**src/pkg/host_ctrl_defs.svh**
```systemverilog
// register map, field positions, reset values and timing of the host control block
`ifndef HOST_CTRL_DEFS_SVH
`define HOST_CTRL_DEFS_SVH

// register indices (command codes); byte address is four times the index
`define CTRL_RD_IDX      8'h01
`define CTRL_WR_IDX      8'h81
`define CMD_RD_IDX       8'h02
`define CMD_WR_IDX       8'h82

`define CTRL_WE_BIT      10
`define CTRL_WC_BIT      9
`define CTRL_FS_MSB      7
`define CTRL_FS_LSB      6
`define CMD_HCR_BIT      0
`define CMD_SOC_MSB      17
`define CMD_SOC_LSB      16

`define SOC_RESET        2'h0
`define HUB_RST_RESET    1'h1

`define PCLK_PERIOD_NS   20
`define SOF_DELAY_NS     1000000
`define PORT_RST_NS      10000000
`define SOF_DELAY_CYC    (`SOF_DELAY_NS / `PCLK_PERIOD_NS)
`define PORT_RST_CYC     (`PORT_RST_NS / `PCLK_PERIOD_NS)

`endif

```
**src/pkg/host_ctrl_pkg.sv**
```systemverilog
// types of the host control block
package host_ctrl_pkg;

    // declaration order gives 00 reset, 01 resuming, 10 operational, 11 suspended
    typedef enum logic [1:0] {
        FS_RESET,
        FS_RESUMING,
        FS_OPERATIONAL,
        FS_SUSPENDED
    } fstate_t;

    typedef enum logic [1:0] {
        PH_HUB,
        PH_PORTS,
        PH_DONE
    } rst_phase_t;

    typedef struct packed {
        fstate_t    fstate;
        logic       wake_en;
        logic       wake_conn;
        logic       hcr;
        logic [1:0] soc;
        logic [15:0] sof_cnt;
        logic       sof_run;
        logic       rwake;
        logic       ovr;
        rst_phase_t phase;
        logic [19:0] prt_cnt;
        logic       rh_rst;
        logic       prt_rst;
        logic       res_s1;
        logic       res_s2;
        logic [31:0] rdata;
        logic       ready;
        logic       err;
    } state_t;

endpackage : host_ctrl_pkg

```
**src/hw/host_ctrl.sv**
```systemverilog
// functional state, remote wake-up and command status logic of the host controller
//
// Our own choice: the APB interface to the registers.
`timescale 1ns/1ps
`include "host_ctrl_defs.svh"

module host_ctrl #(
    parameter int SOF_DELAY_CYCLES = `SOF_DELAY_CYC,
    parameter int PORT_RST_CYCLES  = `PORT_RST_CYC
) (
    input  wire logic                      pclk,            // 50 MHz system clock
    input  wire logic                      presetn,         // hardware reset, async
    input  wire logic                      psel,            // apb select
    input  wire logic                      penable,         // apb access phase
    input  wire logic                      pwrite,          // apb direction
    input  wire logic [11:0]               paddr,           // apb byte address
    input  wire logic [31:0]               pwdata,          // apb write data
    output logic      [31:0]               prdata,          // apb read data
    output logic                           pready,          // apb ready
    output logic                           pslverr,         // apb error, unmapped
    input  wire logic                      resume_pin,      // downstream resume, async
    input  wire logic                      resume_detected, // resume flag of status reg
    input  wire logic                      eof_pulse,       // end-of-frame point
    input  wire logic                      periodic_busy,   // periodic list unfinished
    output host_ctrl_pkg::fstate_t         functional_state, // current state field
    output logic                           sof_enable,      // frame generation running
    output logic                           remote_wakeup,   // wake-up to host system
    output logic                           overrun_pulse,   // sets overrun status flag
    output logic                           root_hub_reset,  // root hub reset
    output logic                           port_reset       // reset on downstream ports
);
    import host_ctrl_pkg::*;

    ////////////////////////////////////////////////////////////////////////////
    // helpers

    function automatic logic addr_is(input logic [11:0] a, input logic [7:0] idx);
        addr_is = (a == {2'h0, idx, 2'h0});
    endfunction : addr_is

    function automatic logic [31:0] ctrl_word(input state_t s);
        ctrl_word = 32'h0;
        ctrl_word[`CTRL_WE_BIT] = s.wake_en;
        ctrl_word[`CTRL_WC_BIT] = s.wake_conn;
        ctrl_word[`CTRL_FS_MSB:`CTRL_FS_LSB] = s.fstate;
    endfunction : ctrl_word

    function automatic logic [31:0] cmd_word(input state_t s);
        cmd_word = 32'h0;
        cmd_word[`CMD_SOC_MSB:`CMD_SOC_LSB] = s.soc;
        cmd_word[`CMD_HCR_BIT] = s.hcr;
    endfunction : cmd_word

    localparam state_t ST_RESET = '{
        fstate: FS_RESET,
        soc:    `SOC_RESET,
        phase:  PH_HUB,
        rh_rst: `HUB_RST_RESET,
        default: '0
    };

    state_t st_ff;
    state_t nxt_st;
    logic   setup;
    logic   acc;
    logic   wr_ctl;
    logic   wr_cmd;
    logic   rd_ctl;
    logic   rd_cmd;
    logic   ovr_ev;

    ////////////////////////////////////////////////////////////////////////////
    // next state

    always_comb begin
        nxt_st = st_ff;
        setup  = psel & ~penable;
        // zero wait states: ready rises in the first access cycle
        acc    = psel & penable & st_ff.ready;
        wr_ctl = acc & pwrite & addr_is(paddr, `CTRL_WR_IDX);
        wr_cmd = acc & pwrite & addr_is(paddr, `CMD_WR_IDX);
        rd_ctl = ~pwrite & addr_is(paddr, `CTRL_RD_IDX);
        rd_cmd = ~pwrite & addr_is(paddr, `CMD_RD_IDX);
        ovr_ev = eof_pulse & periodic_busy;

        // resume pin synchroniser
        nxt_st.res_s1 = resume_pin;
        nxt_st.res_s2 = st_ff.res_s1;

        // bus answer, read data captured in setup
        nxt_st.ready = setup;
        nxt_st.err   = 1'b0;
        if (setup) begin
            if (rd_ctl) begin
                nxt_st.rdata = ctrl_word(st_ff);
            end else if (rd_cmd) begin
                nxt_st.rdata = cmd_word(st_ff);
            end else if (pwrite && (addr_is(paddr, `CTRL_WR_IDX) ||
                                    addr_is(paddr, `CMD_WR_IDX))) begin
                nxt_st.rdata = 32'h0;
            end else begin
                nxt_st.rdata = 32'h0;
                nxt_st.err   = 1'b1;
            end
        end

        // software writes to control
        if (wr_ctl) begin
            nxt_st.wake_en   = pwdata[`CTRL_WE_BIT];
            nxt_st.wake_conn = pwdata[`CTRL_WC_BIT];
            nxt_st.fstate    = fstate_t'(pwdata[`CTRL_FS_MSB:`CTRL_FS_LSB]);
        end

        // only suspended state moves on its own; resume beats a same-cycle write
        if (st_ff.fstate == FS_SUSPENDED && st_ff.res_s2) begin
            nxt_st.fstate = FS_RESUMING;
        end

        // frame start delay, restarts on every entry into operational
        if (st_ff.fstate != FS_OPERATIONAL) begin
            nxt_st.sof_cnt = 16'h0;
            nxt_st.sof_run = 1'b0;
        end else if (!st_ff.sof_run) begin
            if (st_ff.sof_cnt == 16'(SOF_DELAY_CYCLES - 1)) begin
                nxt_st.sof_run = 1'b1;
            end else begin
                nxt_st.sof_cnt = st_ff.sof_cnt + 16'h1;
            end
        end

        // overrun counts even when the status flag is already set
        nxt_st.ovr = ovr_ev;
        if (ovr_ev) begin
            nxt_st.soc = st_ff.soc + 2'h1;
        end

        // software reset takes one cycle; wake connected survives it
        if (st_ff.hcr) begin
            nxt_st.fstate  = FS_RESET;
            nxt_st.wake_en = 1'b0;
            nxt_st.soc     = `SOC_RESET;
            nxt_st.sof_cnt = 16'h0;
            nxt_st.sof_run = 1'b0;
            nxt_st.hcr     = 1'b0;
        end

        // write-one-to-set; a new command beats the completion clear
        if (wr_cmd && pwdata[`CMD_HCR_BIT]) begin
            nxt_st.hcr = 1'b1;
        end

        // no path from wake enable into interrupt events
        nxt_st.rwake = st_ff.wake_en & resume_detected;

        // hardware-reset sequence: root hub first, then the ports
        case (st_ff.phase)
            PH_HUB: begin
                nxt_st.rh_rst  = 1'b0;
                nxt_st.prt_rst = 1'b1;
                nxt_st.prt_cnt = 20'h0;
                nxt_st.phase   = PH_PORTS;
            end
            PH_PORTS: begin
                if (st_ff.prt_cnt == 20'(PORT_RST_CYCLES - 1)) begin
                    nxt_st.prt_rst = 1'b0;
                    nxt_st.phase   = PH_DONE;
                end else begin
                    nxt_st.prt_cnt = st_ff.prt_cnt + 20'h1;
                end
            end
            default: begin
                nxt_st.rh_rst  = 1'b0;
                nxt_st.prt_rst = 1'b0;
            end
        endcase
    end

    ////////////////////////////////////////////////////////////////////////////
    // state register

    always_ff @(posedge pclk or negedge presetn) begin
        if (!presetn) begin
            st_ff <= ST_RESET;
        end else begin
            st_ff <= nxt_st;
        end
    end

    assign prdata           = st_ff.rdata;
    assign pready           = st_ff.ready;
    assign pslverr          = st_ff.err;
    assign functional_state = st_ff.fstate;
    assign sof_enable       = st_ff.sof_run;
    assign remote_wakeup    = st_ff.rwake;
    assign overrun_pulse    = st_ff.ovr;
    assign root_hub_reset   = st_ff.rh_rst;
    assign port_reset       = st_ff.prt_rst;

    ////////////////////////////////////////////////////////////////////////////
    // checks

    a_wake_signal: assert property (
        @(posedge pclk) disable iff (!presetn)
        (st_ff.wake_en && resume_detected) |=> remote_wakeup
    ) else $error("remote wake-up missing");

    a_wake_no_event: assert property (
        @(posedge pclk) disable iff (!presetn)
        !(eof_pulse && periodic_busy) |=> !overrun_pulse
    ) else $error("event raised without cause");

    a_conn_kept: assert property (
        @(posedge pclk) disable iff (!presetn)
        (st_ff.hcr && !wr_ctl) |=> $stable(st_ff.wake_conn)
    ) else $error("software reset altered wake connected");

    a_sof_delay: assert property (
        @(posedge pclk) disable iff (!presetn)
        $rose(sof_enable) |-> $past(st_ff.sof_cnt) == 16'(SOF_DELAY_CYCLES - 1)
            && functional_state == FS_OPERATIONAL
    ) else $error("frames started at wrong time");

    a_sof_stop: assert property (
        @(posedge pclk) disable iff (!presetn)
        (functional_state != FS_OPERATIONAL) |=> !sof_enable
    ) else $error("frames running outside operational");

    a_state_hold: assert property (
        @(posedge pclk) disable iff (!presetn)
        (functional_state != FS_SUSPENDED && !wr_ctl && !st_ff.hcr)
            |=> $stable(functional_state)
    ) else $error("state changed without software");

    a_resume_move: assert property (
        @(posedge pclk) disable iff (!presetn)
        (functional_state == FS_SUSPENDED && st_ff.res_s2 && !st_ff.hcr)
            |=> functional_state == FS_RESUMING
    ) else $error("resume not taken");

    a_swreset_st: assert property (
        @(posedge pclk) disable iff (!presetn)
        st_ff.hcr |=> functional_state == FS_RESET
    ) else $error("software reset missed state");

    a_hub_order: assert property (
        @(posedge pclk) disable iff (!presetn)
        $fell(root_hub_reset) |-> port_reset
    ) else $error("ports not reset after hub");

    a_cmd_set: assert property (
        @(posedge pclk) disable iff (!presetn)
        (wr_cmd && pwdata[`CMD_HCR_BIT])
            |=> st_ff.hcr ##1 (!st_ff.hcr || $past(wr_cmd && pwdata[`CMD_HCR_BIT]))
    ) else $error("command bit not set");

    a_cmd_read: assert property (
        @(posedge pclk) disable iff (!presetn)
        (setup && rd_cmd) |=> prdata == $past(cmd_word(st_ff))
    ) else $error("command status read wrong");

    a_soc_count: assert property (
        @(posedge pclk) disable iff (!presetn)
        (ovr_ev && !st_ff.hcr) |=> st_ff.soc == $past(st_ff.soc) + 2'h1 && overrun_pulse
    ) else $error("overrun count wrong");

    ////////////////////////////////////////////////////////////////////////////
    // bus answer: exactly one access cycle, refusals flagged and harmless

    a_ready_follows: assert property (
        @(posedge pclk) disable iff (!presetn)
        setup |=> pready
    ) else $error("no ready after setup");

    a_ready_single: assert property (
        @(posedge pclk) disable iff (!presetn)
        pready |=> !pready
    ) else $error("ready held too long");

    a_err_refused: assert property (
        @(posedge pclk) disable iff (!presetn)
        (setup && !rd_ctl && !rd_cmd && !(pwrite && (addr_is(paddr, `CTRL_WR_IDX) ||
            addr_is(paddr, `CMD_WR_IDX)))) |=> pready && pslverr
    ) else $error("bad access not refused");

    a_read_ok: assert property (
        @(posedge pclk) disable iff (!presetn)
        (setup && (rd_ctl || rd_cmd)) |=> pready && !pslverr
    ) else $error("good read refused");

    a_write_quiet: assert property (
        @(posedge pclk) disable iff (!presetn)
        (setup && pwrite) |=> prdata == 32'h0
    ) else $error("write returned data");

    // a refused write must leave the control bits as they were
    a_refused_write: assert property (
        @(posedge pclk) disable iff (!presetn)
        (psel && penable && pslverr && !st_ff.hcr)
            |=> $stable(st_ff.wake_en) && $stable(st_ff.wake_conn)
    ) else $error("refused write took effect");

    a_ctrl_read: assert property (
        @(posedge pclk) disable iff (!presetn)
        (setup && rd_ctl) |=> prdata == {21'h0, $past(st_ff.wake_en), $past(st_ff.wake_conn),
            1'h0, $past(st_ff.fstate), 6'h0}
    ) else $error("control read wrong");

    a_ctrl_write: assert property (
        @(posedge pclk) disable iff (!presetn)
        wr_ctl |=> st_ff.wake_conn == $past(pwdata[`CTRL_WC_BIT])
            && (st_ff.wake_en == $past(pwdata[`CTRL_WE_BIT]) || $past(st_ff.hcr))
    ) else $error("control write lost");

    ////////////////////////////////////////////////////////////////////////////
    // events, wake-up and reset side effects

    a_wake_off: assert property (
        @(posedge pclk) disable iff (!presetn)
        !(st_ff.wake_en && resume_detected) |=> !remote_wakeup
    ) else $error("remote wake-up without cause");

    a_ovr_pulse: assert property (
        @(posedge pclk) disable iff (!presetn)
        (eof_pulse && periodic_busy) |=> overrun_pulse
    ) else $error("overrun flag missing");

    a_soc_hold: assert property (
        @(posedge pclk) disable iff (!presetn)
        (!ovr_ev && !st_ff.hcr) |=> $stable(st_ff.soc)
    ) else $error("overrun count moved without overrun");

    a_cmd_idle: assert property (
        @(posedge pclk) disable iff (!presetn)
        (!(wr_cmd && pwdata[`CMD_HCR_BIT]) && !st_ff.hcr) |=> !st_ff.hcr
    ) else $error("command bit set without write");

    // software reset must clear its own state but never reach the hub or the ports
    a_swreset_clr: assert property (
        @(posedge pclk) disable iff (!presetn)
        st_ff.hcr |=> st_ff.soc == `SOC_RESET && !sof_enable && !st_ff.wake_en
    ) else $error("software reset left state behind");

    a_swreset_hub: assert property (
        @(posedge pclk) disable iff (!presetn)
        (st_ff.hcr && !root_hub_reset && !port_reset) |=> !root_hub_reset && !port_reset
    ) else $error("software reset reached the ports");

    a_hub_once: assert property (
        @(posedge pclk) disable iff (!presetn)
        !root_hub_reset |=> !root_hub_reset
    ) else $error("hub reset outside hardware reset");

    a_sof_hold: assert property (
        @(posedge pclk) disable iff (!presetn)
        (sof_enable && functional_state == FS_OPERATIONAL && !st_ff.hcr) |=> sof_enable
    ) else $error("frames stopped while operational");

endmodule : host_ctrl

```
**config.mk**
```make
export PLATFORM = sky130hd
export DESIGN_NAME = host_ctrl
export DESIGN_NICKNAME = d
export VERILOG_FILES = /design/src/pkg/host_ctrl_pkg.sv /design/src/hw/host_ctrl.sv
export VERILOG_INCLUDE_DIRS = /design/src /design/src/pkg
export SDC_FILE = /design/constraint.sdc
export NUM_CORES = 1
export LEC_CHECK = 0
export BUFFER_PORTS_ARGS = -buffer_cell sky130_fd_sc_hd__buf_4
export CORE_MARGIN = 5
export CORE_UTILIZATION = 47
export CTS_CLUSTER_DIAMETER = 150
export DETAILED_ROUTE_END_ITERATION = 12
export PLACE_DENSITY = 0.76
export SYNTH_ARGS = -nofsm -noshare
export SYNTH_HDL_FRONTEND = slang
export SYNTH_SLANG_ARGS = --single-unit
```
**constraint.sdc**
```tcl
create_clock -name pclk -period 2.1 [get_ports pclk]
set_input_delay 0.21 -clock pclk [delete_from_list [all_inputs] [get_ports pclk]]
set_output_delay 0.21 -clock pclk [all_outputs]
set_load 0.02 [all_outputs]
```
==> impl_metrics.ini <==
[run_status]
status = finished, final reports clean

[global_route]
grt_max_degree = 62
overflow = 0
grt_pass1_vias = 2421
gr-usage-all-layers = 0.163
grt_pass1_wl_mm = 11.3
antenna_found_initial = 0

[clock_tree]
clock_path_buffers = 2
cts_root_buf = clkbuf_8
numCtsBuffers = 9
cts_setup_buffers = 0
clock_latency_ns = 0.34
cts_tree = done
path_clk_slew_ns = 0.07
cts_sinks = 61
htreeDepth = 3

[timing]
max_freq_mhz = 510
rsz0062_at_grt = no
hold_violations = 0
max_slew.worst_pin.slew_ns = 0.759
fin_crit_sh = 0.933
skew_ns = 0.00814
final.setup.tns_ns = 0
fin_crit_ns = 1.96
slew_headroom = 0.494
drv_slew = 0
finalSetupViolations = 0

[routing]
final_antenna_net_count = 0
drt-initial-drc-count = 93
post-route-drc-count = 0
wl_mm = 6.56
via_per_inst = 5.08
firstDrtPassIters = 4
vias = 2468
post_drt_wl_per_cell_um = 13.5

[layout]
drive_gt1_frac = 0.205
final-seq-area_mm2 = 0.00153
top_register = st_ff
diodes = 0
syn2layout_area_growth_pct = 17.1
largest_reg_flops = 44
nNetsFinal = 440
multi_input_area_mm2 = 0.00152
n_fill_cell = 603

[yosys]
seq_area_frac_synth = 0.467
synth_area_mm2 = 0.00327
yosys.area.top_type = dfrtp_1
ys_ff_latch = 61
synth_top_area_frac = 0.459
avgSynthCellArea_um2 = 9.42
syn_inst = 347
ys.flop_type = dfrtp_1
yosys_warnings = 0
synthDistinctLibCells = 50
synth-async-reset-ratio = 1.00
synth-edff-count = 0
synth_area_leaders = dfrtp_1 (46%), buf_4 (7.8%), nand2_1 (4.8%), nor2_1 (4.2%), xnor2_1 (4.0%)

[floorplanning]
rows = 30
die_h_um = 93.4
io_pins = 94
die_x_um = 93.4
die-area_mm2 = 0.00872
design.core.area_mm2 = 0.00679
initial_core_util = 0.481

[run]
drv_cap = 0

[worst_hold_path]
hold_path_class = in2reg

[place]
gp_congestion = 0.778
port_buffers = 41
hpwl_mm = 4.60

[worst_setup_path]
cp_max_fo = 12
worst_setup_path_start_kind = flip-flop
cp.required_ns = 2.30
critPathCaptureType = flip-flop
cp_data_arrival_time_ns = 2.16
crit_type = reg2reg

[pwr]
vdd_ir_drop_max_mv = 0.490
powerDensity_mw_per_mm2 = 727
p_leak_nw = 1.68
power_mw = 2.78
-- Yosys cell counts, types with 3 or more instances --
cell	number
and3_1	6
xnor2_1	15
a22o_1	3
nor4_1	7
nand4_1	5
nand3_1	16
o21ai_0	12
nand2b_1	6
and2_1	3
o21ai_1	5
nand2_1	42
nor2_1	37
o211ai_1	4
mux2i_1	11
buf_4	34
clkbuf_1	11
or3_1	4
nor3_2	6
nor4b_1	4
a21oi_1	10
dfrtp_1	60
inv_1	5
nor3_1	7
-- cell families (layout without fill, tap and decap cells) --
| logic type | Yosys count | in the layout | synth area share |
|---|---|---|---|
| adders and majority gates | 2 | 2 | 0.00766 |
| AOI/OAI and AO/OA | 43 | 43 | 0.0812 |
| muxes | 12 | 12 | 0.0371 |
| and+or+nand+nor | 160 | 160 | 0.260 |
| other | 1 | 25 | 0.00115 |
| DFF | 61 | 61 | 0.467 |
| buffers and inverters | 51 | 70 | 0.0999 |
| xor gates and xnor gates | 17 | 17 | 0.0456 |
-- power breakdown --
| group | switching [mW] | total [mW] | leakage, nW | internal (mW) |
|---|---|---|---|---|
| Clock | 0.467 | 1.41 | 0.136 | 0.941 |
| Combinational | 0.101 | 0.157 | 0.723 | 0.0564 |
| Sequential | 0.0169 | 1.22 | 0.816 | 1.20 |
| Total | 0.585 | 2.78 | 1.68 | 2.20 |
-- critical path, cell delays in order (launching register included) --
cell and delay [ns]:
dfrtp_1 0.42, or4_4 0.56, nor4_4 0.29, buf_4 0.24, nor4b_1 0.09, xnor2_1 0.16
nor2_1 0.05
-- layout by cell type, fill, tap and decap left out, types with 3 or more instances in the layout --
master,Yosys,layout
nand3_1,16,16
a22o_1,3,3
bufinv_16,0,4
o21ai_1,5,5
nor2_1,37,37
o211ai_1,4,4
nand2_1,42,42
nor4b_1,4,4
inv_1,5,5
conb_1,1,25
clkbuf_8,0,10
xnor2_1,15,15
and2_1,3,3
nor3_1,7,7
and3_1,6,6
nand4_1,5,5
o21ai_0,12,12
nor4_1,7,6
or3_1,4,3
mux2i_1,11,11
buf_4,34,47
nand2b_1,6,6
nor3_2,6,6
dfrtp_1,60,60
a21oi_1,10,10
-- per-layer routing --
metal	wire length, µm	track usage
met1	2830	0.195
met2	3390	0.275
met5	0	0
met3	250	0.0507
met4	88	0.0549
-- final timing paths --
kind	startpoint	endpoint	slack, ns	depth (start not counted)
setup / recovery	st_ff[74]	st_ff[76]	0.14	6
hold / removal	pwdata[0]	st_ff[81]	0.09	3
setup reg to reg	st_ff[74]	st_ff[76]	0.14	6
hold reg to reg	nxt_st[34]	st_ff[34]	0.36	0
max in group asynchronous	presetn	st_ff[75]	1.10	2
min in group asynchronous	presetn	prdata[0]	0.47	2
-- layout make-up --
class | instances | area share
repair buffers | 49 | 0.0974
flip-flops and latches | 61 | 0.399
inverters | 5 | 0.00491
multi-input cells | 259 | 0.396
well taps | 96 | 0.0314
clock buffers | 10 | 0.0360
clock inverters | 6 | 0.0350
-- repair_timing --
action,CTS,global route
gates resized for setup,0,2
hold buffers,2,0
hold endpoints to repair,61,0
setup endpoints to repair,0,4
-- per-stage QoR --
stage | setup WS, ns | cells | cell area [µm²] | hold WS (ns) | utilization
2_1_floorplan | 0.175 | 371 | 3360 | -0.0856 | -
3_3_place_gp | 0.171 | 468 | 3520 | 0.321 | 0.519
3_5_place_dp | 0.151 | 468 | 3520 | 0.320 | 0.519
4_1_cts | 0.124 | 486 | 3810 | 0.0711 | 0.562
5_1_grt | 0.0133 | 486 | 3830 | 0.0727 | 0.563
6_report | 0.140 | 486 | 3830 | 0.0882 | 0.563
Power figures use the tool's default switching activity.
